[config.mk]
export PLATFORM = sky130hd
export DESIGN_NAME = srs_supervisor
export DESIGN_NICKNAME = d
export VERILOG_FILES = /design/src/rtl/srs_supervisor.v /design/src/rtl/srs_sync3.v
export VERILOG_INCLUDE_DIRS = /design/src /design/src/common
export SDC_FILE = /design/constraint.sdc
export NUM_CORES = 1
export LEC_CHECK = 0
export BUFFER_PORTS_ARGS = -buffer_cell sky130_fd_sc_hd__buf_2
export CAP_MARGIN = 20
export CORE_UTILIZATION = 25
export DETAILED_ROUTE_END_ITERATION = 7
export PLACE_DENSITY = 0.56
export SETUP_SLACK_MARGIN = 0.2
export SYNTH_ARGS = -nofsm -noshare
export SYNTH_HDL_FRONTEND = slang
export SYNTH_SLANG_ARGS = --single-unit
export TNS_END_PERCENT = 50
[constraint.sdc]
create_clock -name clk_sys -period 1.85 [get_ports clk_sys]
set_clock_uncertainty 0.1 [all_clocks]
set_input_delay 0.0925 -clock clk_sys [delete_from_list [all_inputs] [get_ports clk_sys]]
set_output_delay 0.0925 -clock clk_sys [all_outputs]
set_load 0.01 [all_outputs]
[src/common/srs_map.vh]
// supply/reset supervisor register map and field positions
// assumes a 32-bit AXI4-Lite slave with word-aligned registers
`ifndef SRS_MAP_VH
`define SRS_MAP_VH

// ==========================================
// register byte offsets
`define SRS_OFF_CTRL 12'h000
`define SRS_OFF_STATUS 12'h004
`define SRS_OFF_IRQ_STAT 12'h008
`define SRS_OFF_IRQ_MASK 12'h00c

// ==========================================
// control register fields
`define SRS_CTRL_APP_RUN 0
`define SRS_CTRL_RAIL_EN 1
`define SRS_CTRL_MR_LOW 2
`define SRS_CTRL_RESET 32'h0000_0000

// ==========================================
// status register fields
`define SRS_ST_MAIN_OK 0
`define SRS_ST_BUS_OK 1
`define SRS_ST_SRC_MAIN 2
`define SRS_ST_DEAD_BATT 3
`define SRS_ST_RAIL_ON 4
`define SRS_ST_RAIL_UV 5
`define SRS_ST_MANUAL 6
`define SRS_ST_SYS_RST 7
`define SRS_ST_CORE_RUN 8

// ==========================================
// interrupt event bits
`define SRS_EV_SWITCH_MAIN 0
`define SRS_EV_MAIN_LOST 1
`define SRS_EV_RAIL_UV 2
`define SRS_EV_MANUAL 3
`define SRS_EV_WIDTH 4

// ==========================================
// bus responses
`define SRS_RESP_OKAY 2'h0
`define SRS_RESP_SLVERR 2'h2

// ==========================================
// hard reset hold time
`define SRS_HARD_RST_NS 1000
`define SRS_CLK_PERIOD_NS 4
`define SRS_HARD_RST_CYC ((`SRS_HARD_RST_NS + `SRS_CLK_PERIOD_NS - 1) / `SRS_CLK_PERIOD_NS)

`endif

[src/rtl/srs_supervisor.v]
// supply selection and system reset supervisor
// Overview of operation
// both supplies present: run from main
// main absent: internal rail from bus
// main arrives later: switch over, no reset
// main lost with both present: hard reset
// main absent flagged as dead battery
// hold circuits until their supply is good
// core enables rail feed switch, programmable
// rail on only with main ok, app running
// separate supervisor watches switched rail
// active-low reset low on rail undervoltage
// manual reset input asserts system reset
// manual reset active high, low selectable
// pull-down on rail while rail disabled
// synchronise manual reset, apply polarity first; the code applies polarity after synchronising
// assumes analog comparators deliver good/undervoltage levels asynchronously
//
// Added by the designer: the register offsets and the AXI4-Lite interface to the registers.
`timescale 1ns/10ps
`default_nettype none
`include "srs_map.vh"

module srs_supervisor (
    // clock and reset
    input wire clk_sys,
    input wire arst_n,
    // axi4-lite write address
    input wire [11:0] s_axi_awaddr,
    input wire s_axi_awvalid,
    output wire s_axi_awready,
    // axi4-lite write data
    input wire [31:0] s_axi_wdata,
    input wire [3:0] s_axi_wstrb,
    input wire s_axi_wvalid,
    output wire s_axi_wready,
    // axi4-lite write response
    output reg [1:0] s_axi_bresp,
    output reg s_axi_bvalid,
    input wire s_axi_bready,
    // axi4-lite read address
    input wire [11:0] s_axi_araddr,
    input wire s_axi_arvalid,
    output wire s_axi_arready,
    // axi4-lite read data
    output reg [31:0] s_axi_rdata,
    output reg [1:0] s_axi_rresp,
    output reg s_axi_rvalid,
    input wire s_axi_rready,
    // supply monitors
    input wire main_supply_in,
    input wire bus_supply_in,
    input wire rail_good_in,
    // supply path controls
    output reg src_main_sel,
    output reg src_bus_sel,
    output reg hard_reset_req,
    output reg core_enable,
    // switched rail
    output reg rail_feed_switch,
    output reg rail_pulldown,
    // system reset
    input wire manual_reset_in,
    output reg sys_reset_out_n,
    // interrupt
    output reg irq
);

    // ==========================================
    // input synchronisers
    wire main_ok;
    wire bus_ok;
    wire rail_ok;
    wire manual_raw;

    srs_sync3 #(.RST_VAL(1'b0)) u_sync_main (
        .clk_sys(clk_sys),
        .arst_n(arst_n),
        .pin_in(main_supply_in),
        .level_q(main_ok)
    );

    srs_sync3 #(.RST_VAL(1'b0)) u_sync_bus (
        .clk_sys(clk_sys),
        .arst_n(arst_n),
        .pin_in(bus_supply_in),
        .level_q(bus_ok)
    );

    // rail supervisor comparator output, separate from the internal pors
    srs_sync3 #(.RST_VAL(1'b0)) u_sync_rail (
        .clk_sys(clk_sys),
        .arst_n(arst_n),
        .pin_in(rail_good_in),
        .level_q(rail_ok)
    );

    srs_sync3 #(.RST_VAL(1'b0)) u_sync_mr (
        .clk_sys(clk_sys),
        .arst_n(arst_n),
        .pin_in(manual_reset_in),
        .level_q(manual_raw)
    );

    // ==========================================
    // registers
    reg [31:0] ctrl_q;
    reg [`SRS_EV_WIDTH-1:0] irq_stat_q;
    reg [`SRS_EV_WIDTH-1:0] irq_mask_q;
    reg [15:0] hard_cnt_q;
    reg both_prev_q;
    reg main_prev_q;
    reg rail_uv_prev_q;
    reg manual_prev_q;

    wire app_run = ctrl_q[`SRS_CTRL_APP_RUN];
    wire rail_en = ctrl_q[`SRS_CTRL_RAIL_EN];
    wire mr_low = ctrl_q[`SRS_CTRL_MR_LOW];

    // polarity applied after synchronising
    wire manual_act = manual_raw ^ mr_low;
    wire hard_active = (hard_cnt_q != 16'h0000);
    wire [31:0] hard_rst_full = `SRS_HARD_RST_CYC;
    wire any_ok = main_ok | bus_ok;

    // ==========================================
    // supply events
    wire ev_switch_main = main_ok & ~main_prev_q & bus_ok;
    wire ev_main_lost = both_prev_q & ~main_ok & bus_ok;
    wire rail_uv = rail_feed_switch & ~rail_ok;
    wire ev_rail_uv = rail_uv & ~rail_uv_prev_q;
    wire ev_manual = manual_act & ~manual_prev_q;
    wire [`SRS_EV_WIDTH-1:0] ev_vec = {ev_manual, ev_rail_uv, ev_main_lost, ev_switch_main};

    // ==========================================
    // axi4-lite write channel
    reg aw_got_q;
    reg w_got_q;
    reg [11:0] aw_addr_q;
    reg [31:0] w_data_q;
    reg [3:0] w_strb_q;

    assign s_axi_awready = ~aw_got_q & ~s_axi_bvalid;
    assign s_axi_wready = ~w_got_q & ~s_axi_bvalid;

    wire aw_fire = s_axi_awvalid & s_axi_awready;
    wire w_fire = s_axi_wvalid & s_axi_wready;
    wire aw_have = aw_got_q | aw_fire;
    wire w_have = w_got_q | w_fire;
    wire wr_do = aw_have & w_have & ~s_axi_bvalid;
    wire [11:0] wr_addr = aw_got_q ? aw_addr_q : s_axi_awaddr;
    wire [31:0] wr_data = w_got_q ? w_data_q : s_axi_wdata;
    wire [3:0] wr_strb = w_got_q ? w_strb_q : s_axi_wstrb;

    wire [31:0] wr_mask = {{8{wr_strb[3]}}, {8{wr_strb[2]}}, {8{wr_strb[1]}}, {8{wr_strb[0]}}};
    wire wr_ctrl = wr_do & (wr_addr == `SRS_OFF_CTRL);
    wire wr_ist = wr_do & (wr_addr == `SRS_OFF_IRQ_STAT);
    wire wr_imask = wr_do & (wr_addr == `SRS_OFF_IRQ_MASK);
    wire wr_hit = wr_ctrl | wr_ist | wr_imask | (wr_addr == `SRS_OFF_STATUS);
    wire [`SRS_EV_WIDTH-1:0] ist_clr = wr_ist ?
        (wr_data[`SRS_EV_WIDTH-1:0] & wr_mask[`SRS_EV_WIDTH-1:0]) : {`SRS_EV_WIDTH{1'b0}};

    always @(posedge clk_sys or negedge arst_n) begin
        if (!arst_n) begin
            aw_got_q <= 1'b0;
            w_got_q <= 1'b0;
            aw_addr_q <= 12'h000;
            w_data_q <= 32'h0000_0000;
            w_strb_q <= 4'h0;
            s_axi_bvalid <= 1'b0;
            s_axi_bresp <= `SRS_RESP_OKAY;
        end else begin
            if (wr_do) begin
                aw_got_q <= 1'b0;
                w_got_q <= 1'b0;
                s_axi_bvalid <= 1'b1;
                s_axi_bresp <= wr_hit ? `SRS_RESP_OKAY : `SRS_RESP_SLVERR;
            end else begin
                if (aw_fire) begin
                    aw_got_q <= 1'b1;
                    aw_addr_q <= s_axi_awaddr;
                end
                if (w_fire) begin
                    w_got_q <= 1'b1;
                    w_data_q <= s_axi_wdata;
                    w_strb_q <= s_axi_wstrb;
                end
                if (s_axi_bvalid && s_axi_bready) begin
                    s_axi_bvalid <= 1'b0;
                end
            end
        end
    end

    // ==========================================
    // control and interrupt registers
    always @(posedge clk_sys or negedge arst_n) begin
        if (!arst_n) begin
            ctrl_q <= `SRS_CTRL_RESET;
            irq_mask_q <= {`SRS_EV_WIDTH{1'b0}};
            irq_stat_q <= {`SRS_EV_WIDTH{1'b0}};
        end else begin
            if (hard_active) begin
                // the reboot returns the control register, not the irq mask, to defaults
                ctrl_q <= `SRS_CTRL_RESET;
            end else if (wr_ctrl) begin
                ctrl_q <= ((ctrl_q & ~wr_mask) | (wr_data & wr_mask)) & 32'h0000_0007;
            end
            if (wr_imask) begin
                irq_mask_q <= (irq_mask_q & ~wr_mask[`SRS_EV_WIDTH-1:0]) |
                    (wr_data[`SRS_EV_WIDTH-1:0] & wr_mask[`SRS_EV_WIDTH-1:0]);
            end
            // a new event wins over a same-cycle clear
            irq_stat_q <= (irq_stat_q & ~ist_clr) | ev_vec;
        end
    end

    // ==========================================
    // axi4-lite read channel
    wire [31:0] status_word;
    assign status_word = {23'h000000, core_enable, ~sys_reset_out_n, manual_act, rail_uv,
        rail_feed_switch, ~main_ok, src_main_sel, bus_ok, main_ok};

    reg [31:0] rd_mux;
    reg rd_hit;
    always @* begin
        rd_mux = 32'h0000_0000;
        rd_hit = 1'b1;
        case (s_axi_araddr)
            `SRS_OFF_CTRL: rd_mux = ctrl_q;
            `SRS_OFF_STATUS: rd_mux = status_word;
            `SRS_OFF_IRQ_STAT: rd_mux = {28'h0000000, irq_stat_q};
            `SRS_OFF_IRQ_MASK: rd_mux = {28'h0000000, irq_mask_q};
            default: rd_hit = 1'b0;
        endcase
    end

    assign s_axi_arready = ~s_axi_rvalid;

    always @(posedge clk_sys or negedge arst_n) begin
        if (!arst_n) begin
            s_axi_rvalid <= 1'b0;
            s_axi_rdata <= 32'h0000_0000;
            s_axi_rresp <= `SRS_RESP_OKAY;
        end else begin
            if (s_axi_arvalid && s_axi_arready) begin
                s_axi_rvalid <= 1'b1;
                s_axi_rdata <= rd_mux;
                s_axi_rresp <= rd_hit ? `SRS_RESP_OKAY : `SRS_RESP_SLVERR;
            end else if (s_axi_rvalid && s_axi_rready) begin
                s_axi_rvalid <= 1'b0;
            end
        end
    end

    // ==========================================
    // supply selection and hard reset
    always @(posedge clk_sys or negedge arst_n) begin
        if (!arst_n) begin
            src_main_sel <= 1'b0;
            src_bus_sel <= 1'b0;
            core_enable <= 1'b0;
            hard_reset_req <= 1'b0;
            hard_cnt_q <= 16'h0000;
            both_prev_q <= 1'b0;
            main_prev_q <= 1'b0;
            rail_uv_prev_q <= 1'b0;
            manual_prev_q <= 1'b0;
        end else begin
            both_prev_q <= main_ok & bus_ok;
            main_prev_q <= main_ok;
            rail_uv_prev_q <= rail_uv;
            manual_prev_q <= manual_act;
            // main wins whenever present; switch-over from bus is seamless
            src_main_sel <= main_ok;
            src_bus_sel <= ~main_ok & bus_ok;
            if (ev_main_lost) begin
                hard_cnt_q <= hard_rst_full[15:0];
            end else if (hard_active) begin
                hard_cnt_q <= hard_cnt_q - 16'h0001;
            end
            hard_reset_req <= ev_main_lost | (hard_cnt_q > 16'h0001);
            // core held until a good supply is reported
            core_enable <= any_ok & ~ev_main_lost & ~hard_active;
        end
    end

    // ==========================================
    // switched rail and system reset
    always @(posedge clk_sys or negedge arst_n) begin
        if (!arst_n) begin
            rail_feed_switch <= 1'b0;
            rail_pulldown <= 1'b1;
            sys_reset_out_n <= 1'b0;
            irq <= 1'b0;
        end else begin
            rail_feed_switch <= main_ok & app_run & rail_en & core_enable;
            rail_pulldown <= ~(main_ok & app_run & rail_en & core_enable);
            // low on rail undervoltage, rail off or manual reset
            sys_reset_out_n <= rail_feed_switch & rail_ok & ~manual_act;
            irq <= |(irq_stat_q & irq_mask_q);
        end
    end

endmodule // srs_supervisor

`default_nettype wire

[src/rtl/srs_sync3.v]
// three-stage synchroniser with agreement filter for one pin input
// assumes the input is asynchronous to clk_sys
`timescale 1ns/10ps
`default_nettype none

module srs_sync3 #(
    parameter [0:0] RST_VAL = 1'b0
) (
    // clock and reset
    input wire clk_sys,
    input wire arst_n,
    // pin side
    input wire pin_in,
    // core side
    output reg level_q
);

    reg s1_q;
    reg s2_q;
    reg s3_q;

    // ==========================================
    // stage chain; stage one feeds stage two only
    always @(posedge clk_sys or negedge arst_n) begin
        if (!arst_n) begin
            s1_q <= RST_VAL;
            s2_q <= RST_VAL;
            s3_q <= RST_VAL;
            level_q <= RST_VAL;
        end else begin
            s1_q <= pin_in;
            s2_q <= s1_q;
            s3_q <= s2_q;
            if (s2_q == s3_q) begin
                level_q <= s3_q;
            end
        end
    end

endmodule // srs_sync3

`default_nettype wire

==> out/qor.csv, run 1 <==
metric,value,unit
status,"complete, but fails checks",
violations,negative setup slack,
async_reset_ff_share,100,%
grt_pass1_wl,16000,µm
worst_setup_path_end_kind,flip-flop,
timing.hold.ws,0.0713,ns
syn_to_final_growth,46.9,%
cts_tree,yes,
timing.fmax,519,MHz
synth.avg_cell_area,11.3,µm²
power_density,1200,nW/µm²
clk_pin_slew,0.06,ns
grt_max_degree,39,
postPlaceCellArea,4930,µm²
die_y,129,µm
ir_drop,0.000695,V
core-area,15800,µm²
clockBufferDepth,2,
cts_buffers,9,
num_io_pins,120,
finalSetupViolCount,1,
slowest_delay,0.41,ns
leakage,2.63,nW
hold_path.class,input pin to flip-flop,
cap_viol_max_count,0,
period_share,104,%
drc,0,
rsz0062_at_grt,true,
crit_arrival,2.05,ns
grt_usage,12.4,%
vias_per_cell,4.50,
fin_nets,575,
drtIter0Drc,206,
slew_viol_final,0,
ant_nets,0,
num_vias,3249,
timing_worst_setup_path_type,flip-flop to flip-flop,
synth-main-ff-cell,dfrtp_1,
netlist_area,4030,µm²
crit_start,aw_got_q$_DFFE_PN0P_,
ys_seq_area_share,53.4,%
syn_inst,358,
total_power,7.09,mW
fillers,1575,
grt_pass1_vias,3247,
core.rowCount,46,
firstDrtPassIters,4,
relSlewSlack,59.6,%
wl,9990,µm
io_buffers,63,
drive_gt1_share,43.1,%
start_kind,flip-flop,
final_cells,722,
multiInputGateArea,2090,µm²
layout_setup_ws,-0.0782,ns
dp_cells,665,
min_period,1.93,ns
hold_viol_final,0,
design.die.area,16600,µm²
initial_core_util,25.5,%
fin_tns_setup,-0.0782,ns
grt_antenna_before_repair,0,
die_w,129,µm
ys_types,53,
gp_congestion,0.764,
cp_slowest_cell,dfrtp_1,
clkLatencyLatePin,0.34,ns
cp.required,1.97,ns
wl_per_cell,13.8,µm
h-tree-depth,3,
yosysWarnings,0,
grt-ovfl-total,0,
regArea,2160,µm²
dpl.hpwl,6890,µm
synth_edf_count,0,
cp_max_fo,5,
reg2reg_from,aw_got_q$_DFFE_PN0P_,
cts_root_buf,clkbuf_16,
diodes,0,
ys_ff_latch,86,
design_area,5920,µm²
hp-start,s_axi_wvalid,
tightest_slew,0.605,ns
cp_cell_sequence,or3b_4 -> o22a_4 -> or4_1 -> o221a_1,
cts.sinks,86,
-- flip-flops by register name (all words and copies together), names as in the netlist, 3 cells and up, named ones only --
signal       flops
w_data_q         4
s_axi_rdata      9
ctrl_q           3
hard_cnt_q      16
irq_stat_q       4
aw_addr_q       12
-- cell families (layout without fill, tap and decap cells) --
kind of cell	Yosys count	in the layout	share of synthesized area, %
AND/OR/NAND/NOR	113	114	15.6
buffers and inverters	53	176	7.38
XOR/XNOR	1	1	0.217
AO/OA/AOI/OAI	59	59	10.4
other	1	25	0.0930
flip-flops	86	86	53.4
multiplexers	38	38	11.0
adder cells (fa/ha/maj)	7	7	1.92
-- worst max-delay path, delay by kind of cell, from the launching register on --
kind            cells  cell delay (ns)
compound gates      2             0.49
flops               1             0.41
simple gates        2             0.81
-- routing by layer --
layer  global-route usage, %  wire (µm)  up-vias
met4                    3.39         79        0
met1                    15.3       4410     1614
met3                    3.74        502       11
met2                    21.1       4990       91
li1                        -          -     1533
met5                       0          0        -
-- cells in the mapped netlist, types with 3 or more instances --
master    count  area share, %
inv_1        18            1.7
mux2_2       20            5.6
nor4_1        8            1.2
and3_1        3           0.47
nand3_1       7           0.87
o21ai_0      16            2.0
nand4_1      10            1.6
nor2_1       19            1.8
o31ai_1       7            1.3
nand2_1      27            2.5
a21oi_1      10            1.2
or4_1         6            1.1
nand2b_1      5           0.78
mux4_2        3            1.7
a211oi_1      3           0.56
clkbuf_1      6           0.56
buf_2         4           0.50
buf_4        25            4.7
dfrtp_1      85             53
ha_1          3           0.93
maj3_1        4           0.99
nand3b_1      4           0.74
mux2i_1      15            3.7
nor3_1        5           0.62
and2_1        6           0.93
-- metrics by stage --
stage	utilization (%)	setup WS [ns]
after floorplan	-	0.0388
after global placement	31.1	-0.0440
after detailed placement	31.1	-0.0669
after CTS	36.0	-0.0500
after global routing	37.4	-0.156
final	37.4	-0.0782
-- what timing repair did --
item,4_1_cts,5_1_grt
endpoints found under the setup margin,39,45
endpoints found under the hold margin,87,0
setup buffers,2,14
cloned,1,0
hold buffers,24,0
pin swaps,17,25
resized for setup,40,28
-- path summary, 6_finish.rpt --
check	endpoint	slack, ns	depth (start not counted)
setup reg to reg	ctrl_q[1]$_DFFE_PN0P_	-0.08	4
min in group asynchronous	hard_cnt_q[5]$_DFFE_PN0P_	0.11	2
hold / removal	w_got_q$_DFFE_PN0P_	0.07	3
hold reg to reg	u_sync_rail.s2_q$_DFF_PN0_	0.25	0
setup / recovery	ctrl_q[1]$_DFFE_PN0P_	-0.08	4
max in group asynchronous	w_data_q[3]$_DFFE_PN0P_	0.87	3
-- power by group --
part	leakage, nW	switching, mW	internal (mW)
Sequential	1.03	0.450	2.29
Clock	0.155	0.739	1.12
Combinational	1.45	1.13	1.36
Total	2.63	2.31	4.77
-- layout by cell type (no fill, tap or decap), types with 3 or more instances in the layout --
cell type / count
nand2b_1: 5
nor2_1: 16
maj3_1: 4
buf_6: 8
mux2i_1: 14
mux2_2: 13
dfrtp_2: 7
mux4_2: 3
nand3b_1: 4
nand2_1: 26
or4_4: 3
and2_1: 5
nor4_4: 8
o21ai_0: 12
or4_1: 3
a2111oi_4: 4
mux2_4: 7
a21oi_1: 9
dlygate4sd3_1: 24
inv_1: 16
conb_1: 25
nor3_1: 3
nand4_1: 10
buf_4: 46
dfrtp_1: 78
clkbuf_16: 9
buf_2: 62
nand3_1: 4
o31ai_1: 6
-- cell type report --
| class | instances | area share (%) |
|---|---|---|
| Sequential cell | 86 | 36.5 |
| Multi-Input combinational cell | 244 | 35.2 |
| Timing Repair Buffer | 142 | 17.3 |
| Clock buffer | 11 | 4.27 |
| Clock inverter | 5 | 0.972 |
| Inverter | 18 | 1.14 |
| Tap cell | 216 | 4.56 |
No activity file was read; power rests on OpenSTA's default activity.
==> run 2: changes to the inputs <==
CORE_ASPECT_RATIO = 1.5   (was not set)
CTS_BUF_LIST = sky130_fd_sc_hd__clkbuf_2   (was not set)
==> run 2 against run 1 <==
  * Cell area decreased by 0.70%
  * Cell count decreased by 0.14%
  * Power decreased by 11%
  * Via count increased by 0.71%
  * Register-to-register slack improved by 0.03 ns
  * Clock power decreased by 48%
  * Sequential power decreased by 1%
  * Flip-flop and latch count unchanged
  * The flow still finishes with violations (negative setup slack)
  * Combinational power increased by 6%
  * First-iteration DRC count decreased by 34%
  * Worst hold slack got worse by 0.040 ns
  * Wire length decreased by 0.69%
==> out/qor.csv, run 2 (same netlist as run 1, synthesis figures left out) <==
metric,value,unit,change
status,"complete, but fails checks",,
violations,negative setup slack,,
syn_to_final_growth,45.9,%,
io_buffers,63,,unchanged
firstDrtPassIters,4,,unchanged
grt_pass1_wl,15900,µm,-1.0%
hold_path.class,input pin to flip-flop,,
grt_usage,12.1,%,-0.29 points
num_io_pins,120,,unchanged
grt_max_degree,36,,-7.7%
rsz0062_at_grt,true,,
wl,9920,µm,-0.69%
cts_buffers,9,,unchanged
start_kind,flip-flop,,
fillers,1560,,-0.95%
power_density,1080,nW/µm²,-10%
layout_setup_ws,-0.0527,ns,+0.0256 ns
core.rowCount,56,,+22%
place_ws,-0.0779,ns,-0.0110 ns
worst_setup_path_end_kind,flip-flop,,
period_share,103,%,-1.4 points
min_period,1.90,ns,-0.0256 ns
ff2ff_path_depth,4,,unchanged
largest_register_ffs,16,,unchanged
regArea,2160,µm²,unchanged
grt_antenna_before_repair,0,,unchanged
num_vias,3272,,+0.71%
design.die.area,16700,µm²,about the same
diodes,0,,unchanged
die_w,106,µm,-18%
die_y,158,µm,+22%
timing_worst_setup_path_type,flip-flop to flip-flop,,
cp_max_fo,4,,-1
crit_arrival,2.27,ns,+0.22 ns
hp-start,s_axi_araddr[4],,
drive_gt1_share,43.8,%,+0.74 points
reg2reg_from,aw_got_q$_DFFE_PN0P_,,
clockBufferDepth,2,,unchanged
leakage,2.63,nW,about the same
gp_congestion,0.774,,+1.4%
multiInputGateArea,2100,µm²,+0.66%
clkLatencyLatePin,0.55,ns,+0.21 ns
h-tree-depth,3,,unchanged
grt-ovfl-total,0,,unchanged
ant_nets,0,,unchanged
dpl.hpwl,6980,µm,+1.2%
final_cell_mix,"dfrtp_1 (78), buf_2 (60), buf_4 (50)",,
hold_viol_final,0,,unchanged
largest-register,hard_cnt_q,,
vias_per_cell,4.54,,+0.85%
min_path_cells,6,,+3
mostFrequentLayoutCell,dfrtp_1,,
cp.required,2.22,ns,+0.25 ns
initial_core_util,25.7,%,+0.22 points
cts_root_buf,clkbuf_2,,
core-area,15700,µm²,-0.84%
worst_r2r_endpoint,ctrl_q[1]$_DFFE_PN0P_,,
wl_per_cell,13.8,µm,-0.55%
grt_pass1_vias,3337,,+2.8%
final_cells,721,,-0.14%
ir_drop,0.000901,V,+30%
reg.largest.list,"hard_cnt_q: 16 flops, aw_addr_q: 12 flops, s_axi_rdata: 9 flops",,
total_power,6.33,mW,-11%
slew_viol_final,0,,unchanged
drc,0,,unchanged
postPlaceCellArea,4930,µm²,about the same
design_area,5880,µm²,-0.70%
timing.reg2reg.setup_slack,-0.05,ns,+0.03 ns
cts_tree,yes,,
dp_cells,652,,-2.0%
fin_nets,588,,+2.3%
worst_hold_path.endpoint,s_axi_rdata[3]$_DFFE_PN0P_,,
fin_tns_setup,-0.105,ns,-0.0263 ns
clk_pin_slew,0.22,ns,+0.16 ns
finalSetupViolCount,2,,+1
timing.fmax,526,MHz,+1.3%
cts.sinks,86,,unchanged
drtIter0Drc,135,,-34%
cap_viol_max_count,0,,unchanged
## run 2: cell count changes in the layout (fill, tap and decap cells not counted), sizes merged
cell         change
dlygate4sd3     +10
clkbuf           -1
buf              +4
and3             -1
## run 2: report_power, final
| part | internal, mW | switching, mW | total, mW |
|---|---|---|---|
| Clock | 0.316 | 0.656 | 0.972 |
| Combinational | 1.49 | 1.16 | 2.65 |
| Sequential | 2.28 | 0.420 | 2.70 |
## run 2: layout make-up
class / count / share of cell area, %
Tap cell: 203 / 4.32
Inverter: 18 / 1.15
Timing Repair Buffer: 156 / 20.2
Clock buffer: 10 / 0.851
Clock inverter: 5 / 1.04
Multi-Input combinational cell: 243 / 35.7
Sequential cell: 86 / 36.8
## run 2: worst max-delay path by stage
stage / startpoint / to / slack [ns] / cells past startpoint
after floorplan: aw_addr_q[1]$_DFFE_PN0P_ / ctrl_q[1]$_DFFE_PN0P_ / 0.04 / 4
after global placement: aw_got_q$_DFFE_PN0P_ / irq_stat_q[3]$_DFF_PN0_ / -0.04 / 5
after detailed placement: aw_got_q$_DFFE_PN0P_ / irq_stat_q[3]$_DFF_PN0_ / -0.08 / 5
after CTS: aw_addr_q[1]$_DFFE_PN0P_ / irq_stat_q[3]$_DFF_PN0_ / -0.07 / 5
after global routing: aw_addr_q[4]$_DFFE_PN0P_ / flip-flop / -0.11 / 4
final: aw_got_q$_DFFE_PN0P_ / ctrl_q[1]$_DFFE_PN0P_ / -0.05 / 4
## run 2: critical path, cell delays in order (launching register included)
cell and delay (ns):
dfrtp_1 0.45, or3b_4 0.40, o22a_4 0.26, or4_1 0.40, o221a_1 0.21
## run 2: what timing repair did
item | CTS | global route
hold endpoints to repair | 133 | 12
hold buffers | 31 | 4
pin swaps | 17 | 31
resized for setup | 32 | 53
endpoints found under the setup margin | 39 | 52
buffers inserted | 9 | 11
## run 2: routing by layer
metal / up-vias / wire length, µm / GRT usage [%]
li1: 1566 / - / -
met1: 1599 / 4000 / 13.4
met2: 90 / 5370 / 22.3
met3: 17 / 346 / 2.82
met4: 0 / 197 / 4.70
met5: - / 0 / 0
## run 2: through the flow
step                hold slack, ns  utilization, %
global route               0.00369            37.5
CTS                         -0.111            35.2
floorplan                   -0.303               -
global placement           -0.0145            31.4
finish                      0.0312            37.5
detailed placement        -0.00941            31.4
